==> src/design/devcap_pkg.sv <==
// Purpose: Constants for the device capability register block
// Assumes: APB slave, 32-bit data, byte addresses
// Notes:   Field positions and reset values live here; assertions and bench repeat them as literals
// ============================================================
// Overview of operation
// Bits 2:0 read the payload capability code, 000=128 up to 101=4096 bytes, reset 001.
// Bits 4:3 read 00, meaning no phantom functions.
// Bit 5 reads 1, meaning eight-bit tags are supported.
// Bits 8:6 read the shallow low-power exit latency code, reset 000.
// Bits 11:9 read the deep low-power exit latency code, reset 000.
// Bits 12..14 read 1 only with hot-plug strapped on and forward mode, else 0.
// Bits 25:18 load the value of a received slot power limit message, reset 00h.
// Bits 27:26 load the scale of a received slot power limit message, reset 00.
// Writes change nothing and bits 17:15 and 31:28 read zero.
package devcap_pkg;

  // ============================================================
  // Register map
  localparam int          ADDR_W        = 12;
  localparam logic [11:0] DEVCAP_OFFSET = 12'h0B4;

  // ============================================================
  // Field positions
  localparam int PAYLOAD_LSB = 0;
  localparam int PHANTOM_LSB = 3;
  localparam int XTAG_BIT    = 5;
  localparam int LAT0_LSB    = 6;
  localparam int LAT1_LSB    = 9;
  localparam int ABTN_BIT    = 12;
  localparam int AIND_BIT    = 13;
  localparam int PIND_BIT    = 14;
  localparam int SPLV_LSB    = 18;
  localparam int SPLS_LSB    = 26;

  // ============================================================
  // Reset and fixed values
  localparam logic [2:0] PAYLOAD_RST = 3'h1;
  localparam logic [2:0] PAYLOAD_MAX = 3'h5;
  localparam logic [1:0] PHANTOM_VAL = 2'h0;
  localparam logic       XTAG_VAL    = 1'h1;
  localparam logic [2:0] LAT_RST     = 3'h0;
  localparam logic [7:0] SPLV_RST    = 8'h00;
  localparam logic [1:0] SPLS_RST    = 2'h0;
  localparam logic [31:0] RSVD_MASK  = 32'hF003_8000;

  // ============================================================
  // Strap settle time after reset release, in cycles
  localparam logic [1:0] STRAP_SETTLE = 2'h3;

endpackage : devcap_pkg

==> src/design/devcap_reg.sv <==
// Purpose: Read-only device capability register behind an APB slave
// Assumes: Slot power messages arrive decoded on pclk; straps are async pins
// Notes:   Zero wait states; unmapped addresses answer with pslverr
`timescale 1ns/1ps
`default_nettype none

module devcap_reg #(
  parameter logic [2:0] PAYLOAD_CODE = devcap_pkg::PAYLOAD_RST,
  parameter logic [2:0] LAT0_CODE    = devcap_pkg::LAT_RST,
  parameter logic [2:0] LAT1_CODE    = devcap_pkg::LAT_RST
) (
  input  wire logic                          pclk,
  input  wire logic                          presetn,
  input  wire logic                          psel,
  input  wire logic                          penable,
  input  wire logic                          pwrite,
  input  wire logic [devcap_pkg::ADDR_W-1:0] paddr,
  input  wire logic [31:0]                   pwdata,
  output logic      [31:0]                   prdata,
  output logic                               pready,
  output logic                               pslverr,
  input  wire logic                          hotplug_strap,
  input  wire logic                          forward_mode,
  input  wire logic                          spl_msg_valid,
  input  wire logic [7:0]                    spl_msg_value,
  input  wire logic [1:0]                    spl_msg_scale
);
  import devcap_pkg::*;

  // ============================================================
  // Elaboration checks
  if (PAYLOAD_CODE > PAYLOAD_MAX) begin : g_bad_payload
    $error("payload code is a reserved encoding");
  end

  // ============================================================
  // Decode
  function automatic logic cap_hit(input logic [ADDR_W-1:0] a);
    cap_hit = (a[ADDR_W-1:2] == DEVCAP_OFFSET[ADDR_W-1:2]);
  endfunction : cap_hit

  // ============================================================
  // Strap synchronisers
  logic [1:0] hp_sync_q;
  logic [1:0] fwd_sync_q;
  logic [1:0] settle_q;
  logic       strap_done_q;
  logic       hp_q;
  logic       fwd_q;
  logic       hp_on;

  // Two stages; only the second stage is read downstream
  always_ff @(posedge pclk or negedge presetn) begin
    if (!presetn) begin
      hp_sync_q  <= 2'h0;
      fwd_sync_q <= 2'h0;
    end else begin
      hp_sync_q  <= {hp_sync_q[0], hotplug_strap};
      fwd_sync_q <= {fwd_sync_q[0], forward_mode};
    end
  end

  // Wait for the synchronisers to fill before trusting straps
  always_ff @(posedge pclk or negedge presetn) begin
    if (!presetn) begin
      settle_q <= 2'h0;
    end else if (settle_q != STRAP_SETTLE) begin
      settle_q <= settle_q + 2'h1;
    end
  end

  // Straps are taken once; later pin wiggles are ignored
  always_ff @(posedge pclk or negedge presetn) begin
    if (!presetn) begin
      strap_done_q <= 1'b0;
      hp_q         <= 1'b0;
      fwd_q        <= 1'b0;
    end else if (!strap_done_q && settle_q == STRAP_SETTLE) begin
      strap_done_q <= 1'b1;
      hp_q         <= hp_sync_q[1];
      fwd_q        <= fwd_sync_q[1];
    end
  end

  assign hp_on = hp_q & fwd_q;

  // ============================================================
  // Captured slot power limit
  logic [7:0] splv_q;
  logic [1:0] spls_q;

  // Only a message updates these; software has no path in
  always_ff @(posedge pclk or negedge presetn) begin
    if (!presetn) begin
      splv_q <= SPLV_RST;
      spls_q <= SPLS_RST;
    end else if (spl_msg_valid) begin
      splv_q <= spl_msg_value;
      spls_q <= spl_msg_scale;
    end
  end

  // ============================================================
  // Register word
  logic [31:0] cap_word;

  // Reserved bits stay zero by construction
  always_comb begin
    cap_word = 32'h0000_0000;
    cap_word[PAYLOAD_LSB +: 3] = PAYLOAD_CODE;
    cap_word[PHANTOM_LSB +: 2] = PHANTOM_VAL;
    cap_word[XTAG_BIT]         = XTAG_VAL;
    cap_word[LAT0_LSB +: 3]    = LAT0_CODE;
    cap_word[LAT1_LSB +: 3]    = LAT1_CODE;
    cap_word[ABTN_BIT]         = hp_on;
    cap_word[AIND_BIT]         = hp_on;
    cap_word[PIND_BIT]         = hp_on;
    cap_word[SPLV_LSB +: 8]    = splv_q;
    cap_word[SPLS_LSB +: 2]    = spls_q;
  end

  // ============================================================
  // APB slave
  logic        setup;
  logic [31:0] rdata_q;
  logic        err_q;

  assign setup  = psel & ~penable;
  assign pready = 1'b1; // Never stalls

  // Data is staged in setup so the access phase shows a flop
  always_ff @(posedge pclk or negedge presetn) begin
    if (!presetn) begin
      rdata_q <= 32'h0000_0000;
    end else if (setup) begin
      rdata_q <= (!pwrite && cap_hit(paddr)) ? cap_word : 32'h0000_0000;
    end
  end

  // Writes to the capability word are accepted and dropped
  always_ff @(posedge pclk or negedge presetn) begin
    if (!presetn) begin
      err_q <= 1'b0;
    end else if (setup) begin
      err_q <= ~cap_hit(paddr);
    end
  end

  assign prdata  = rdata_q;
  assign pslverr = err_q & psel & penable;

  logic rd_acc;
  assign rd_acc = psel & penable & ~pwrite & cap_hit(paddr);
endmodule : devcap_reg

`default_nettype wire

==> config.mk <==
export PLATFORM = sky130hd
export DESIGN_NAME = devcap_reg
export DESIGN_NICKNAME = d
export VERILOG_FILES = /design/src/design/devcap_pkg.sv /design/src/design/devcap_reg.sv
export SDC_FILE = /design/constraint.sdc
export NUM_CORES = 1
export LEC_CHECK = 0
export BUFFER_PORTS_ARGS = -buffer_cell sky130_fd_sc_hd__buf_2
export CAP_MARGIN = 25
export CORE_ASPECT_RATIO = 0.6
export CORE_MARGIN = 2
export CORE_UTILIZATION = 41
export CTS_CLUSTER_SIZE = 10
export DETAILED_ROUTE_END_ITERATION = 6
export GPL_TIMING_DRIVEN = 0
export PLACE_DENSITY = 0.82
export SYNTH_ARGS = -nofsm -noshare
export SYNTH_HDL_FRONTEND = slang
export SYNTH_SLANG_ARGS = --single-unit
==> constraint.sdc <==
create_clock -name pclk -period 1.6 [get_ports pclk]
set_input_delay 0.24 -clock pclk [delete_from_list [all_inputs] [get_ports pclk]]
set_output_delay 0.24 -clock pclk [all_outputs]
set_load 0.005 [all_outputs]
==> flow_summary.ini <==
[synthesis]
synth_seq_cells = 32
syn_avg_cell_area_um2 = 11.2
ys_seq_area_share_pct = 54.4
syn_inst = 131
ys_warn_count = 0
yosysUniqueCellTypes = 24
syn_area_um2 = 1470

[clock_network]
clk_pin_slew_ns = 0.07
cts_resized = 0
cts_max_path_buffers = 2
cts_num_sinks = 32
cts_tree = yes
postCtsSetupBuffers = 0
postCtsHoldBufs = 0
cts_root_buffer = clkbuf_8
h-tree-depth = 2
clock_latency_ns = 0.28
cts-buffers-inserted = 5

[floorplan]
initial_core_util_pct = 44.0
ioPinCount = 96
core_area_um2 = 3340
chipHeight_um = 50.4
die_width_um = 81.3
rows = 16
die_area_um2 = 4100

[cells_and_area]
drive_above_1_share_pct = 44.7
diodes = 0
final_cell_mix = 43 x buf_2, 32 x dfrtp_1, 24 x nand2_1
finalNonFillerCells = 242
syn_to_final_growth_pct = 28.5
nNetsFinal = 259
final_common_cell = buf_2
utilization_pct = 56.5

[status]
violations = hold timing
status = finished with violations

[power_and_ir_drop]
power.density_nw_per_um2 = 868
p_leak_nw = 1.02
max-vdd-ir-drop_mv = 0.538

[worst_hold_path]
hp-class = in -> async

[routing]
drt-initial-drc-count = 51
wirelength_um = 2870
routedWlPerCell_um = 11.9
drtAntennaViolNets = 0
first_pass_iters = 4
drc_errors = 0
routed_via_density = 4.48
vias = 1084

[placement]
gp_congestion = 0.700
dp.cells = 234
portBuffers = 42
hpwl_um = 2160

[setup_path]
cp_num_buf_inv = 0
crit_family = flip-flops
crit_path_end_kind = flop
crit_fanout = 4
path_cells = ha_1 -> nor2b_1 -> mux2_2
max_stage_delay_ns = 0.37
path_class = reg -> reg
arrival_ns = 1.47
slowest_stage = dfrtp_1
critPathLaunchType = flop
worstPathRequired_ns = 1.77

[sta]
rsz0062_at_grt = false
tns_ns = 0
max_freq_ghz = 0.764
worst_pin_slew_ns = 0.682
period_share_pct = 81.8
finalHoldViolCount = 22
skew_ns = 0.00160
maxSlewViolCount = 0
whs_ns = -0.00863
slew_headroom_pct = 54.5
fin_crit_ns = 1.31
final-setup-viol-count = 0

[global_routing]
grt_pass1_vias = 967
grt_pass1_wl_um = 4600
track_usage_pct = 15.4
antenna_found_initial = 0
globalRouteOverflowTotal = 0
grt_max_degree = 33

[run]
maxCapViolations = 0
cells by family (layout without fill, tap and decap cells):
logic type,Yosys count,after routing,share of synthesized area (%)
buffers and inverters,37,87,15.4
adders and majority gates,1,1,0.850
xor gates and xnor gates,1,1,0.595
muxes,3,3,2.30
DFF,32,32,54.4
AOI/OAI and AO/OA,23,23,15.5
other,2,18,0.510
and+or+nand+nor,32,32,10.5
worst paths after layout:
| kind | start | end | slack, ns | depth (start not counted) |
|---|---|---|---|---|
| worst min register to register | hp_sync_q[0] | hp_sync_q[1] | 0.35 | 0 |
| max in group asynchronous | presetn | prdata[22] | 1.17 | 1 |
| worst max-delay path | settle_q[0] | fwd_q | 0.29 | 3 |
| worst max register to register | settle_q[0] | fwd_q | 0.29 | 3 |
| worst min-delay path | presetn | splv_q[5] | -0.009 | 1 |
| min in group pclk | forward_mode | fwd_sync_q[0] | 0.06 | 1 |
layout make-up:
class / count / area [µm²]
timing repair buffer: 42 / 210
sequential: 32 / 801
fill: 294 / 1450
tap: 45 / 56.3
clock buffer: 6 / 82.6
multi-input combinational: 78 / 504
clock inverter: 2 / 10.0
buffer: 27 / 189
inverter: 10 / 37.5
metrics by stage:
stage | total power, mW | instance area (µm²) | worst slack [ns]
final | 1.64 | 1890 | 0.292
after global routing | 1.73 | 1890 | 0.206
after CTS | 1.66 | 1890 | 0.281
after detailed placement | 1.02 | 1800 | 0.227
after global placement | 1.02 | 1800 | 0.232
after floorplan | 0.953 | 1530 | 0.401
state kept, by name, indices dropped and copies added (netlist names), 2 cells and up:
name and flops:
hp_sync_q 2, prdata 12, spls_q 2, fwd_sync_q 2, splv_q 8, settle_q 2
per-layer routing:
layer	part of all wire [%]	GRT usage [%]
met1	44	19.0
met2	45	24.2
met3	10	7.19
met4	1.0	4.24
met5	0	0
cells in the mapped netlist:
| cell type | count | area, µm² |
|---|---|---|
| and3_1 | 1 | 6.26 |
| buf_1 | 1 | 3.75 |
| buf_2 | 1 | 5.00 |
| buf_4 | 21 | 158 |
| buf_6 | 1 | 11.3 |
| clkbuf_1 | 3 | 11.3 |
| conb_1 | 2 | 7.51 |
| dfrtp_1 | 32 | 801 |
| ha_1 | 1 | 12.5 |
| inv_1 | 10 | 37.5 |
| mux2_2 | 3 | 33.8 |
| nand2_1 | 24 | 90.1 |
| nand2b_1 | 1 | 6.26 |
| nand3_2 | 1 | 10.0 |
| nor2b_1 | 2 | 12.5 |
| nor4_2 | 1 | 12.5 |
| nor4bb_1 | 1 | 10.0 |
| o21ai_0 | 10 | 50.1 |
| o22a_1 | 1 | 8.76 |
| o31ai_2 | 1 | 12.5 |
| o41ai_1 | 3 | 26.3 |
| o41ai_2 | 8 | 130 |
| or2_2 | 1 | 6.26 |
| xnor2_1 | 1 | 8.76 |
report_power, final:
group	internal (mW)	leakage, nW	switching [mW]
Clock	0.343	0.0510	0.294
Sequential	0.839	0.394	0.00828
Combinational	0.0698	0.574	0.0877
Total	1.25	1.02	0.390
(Power assumes the default switching activity.)
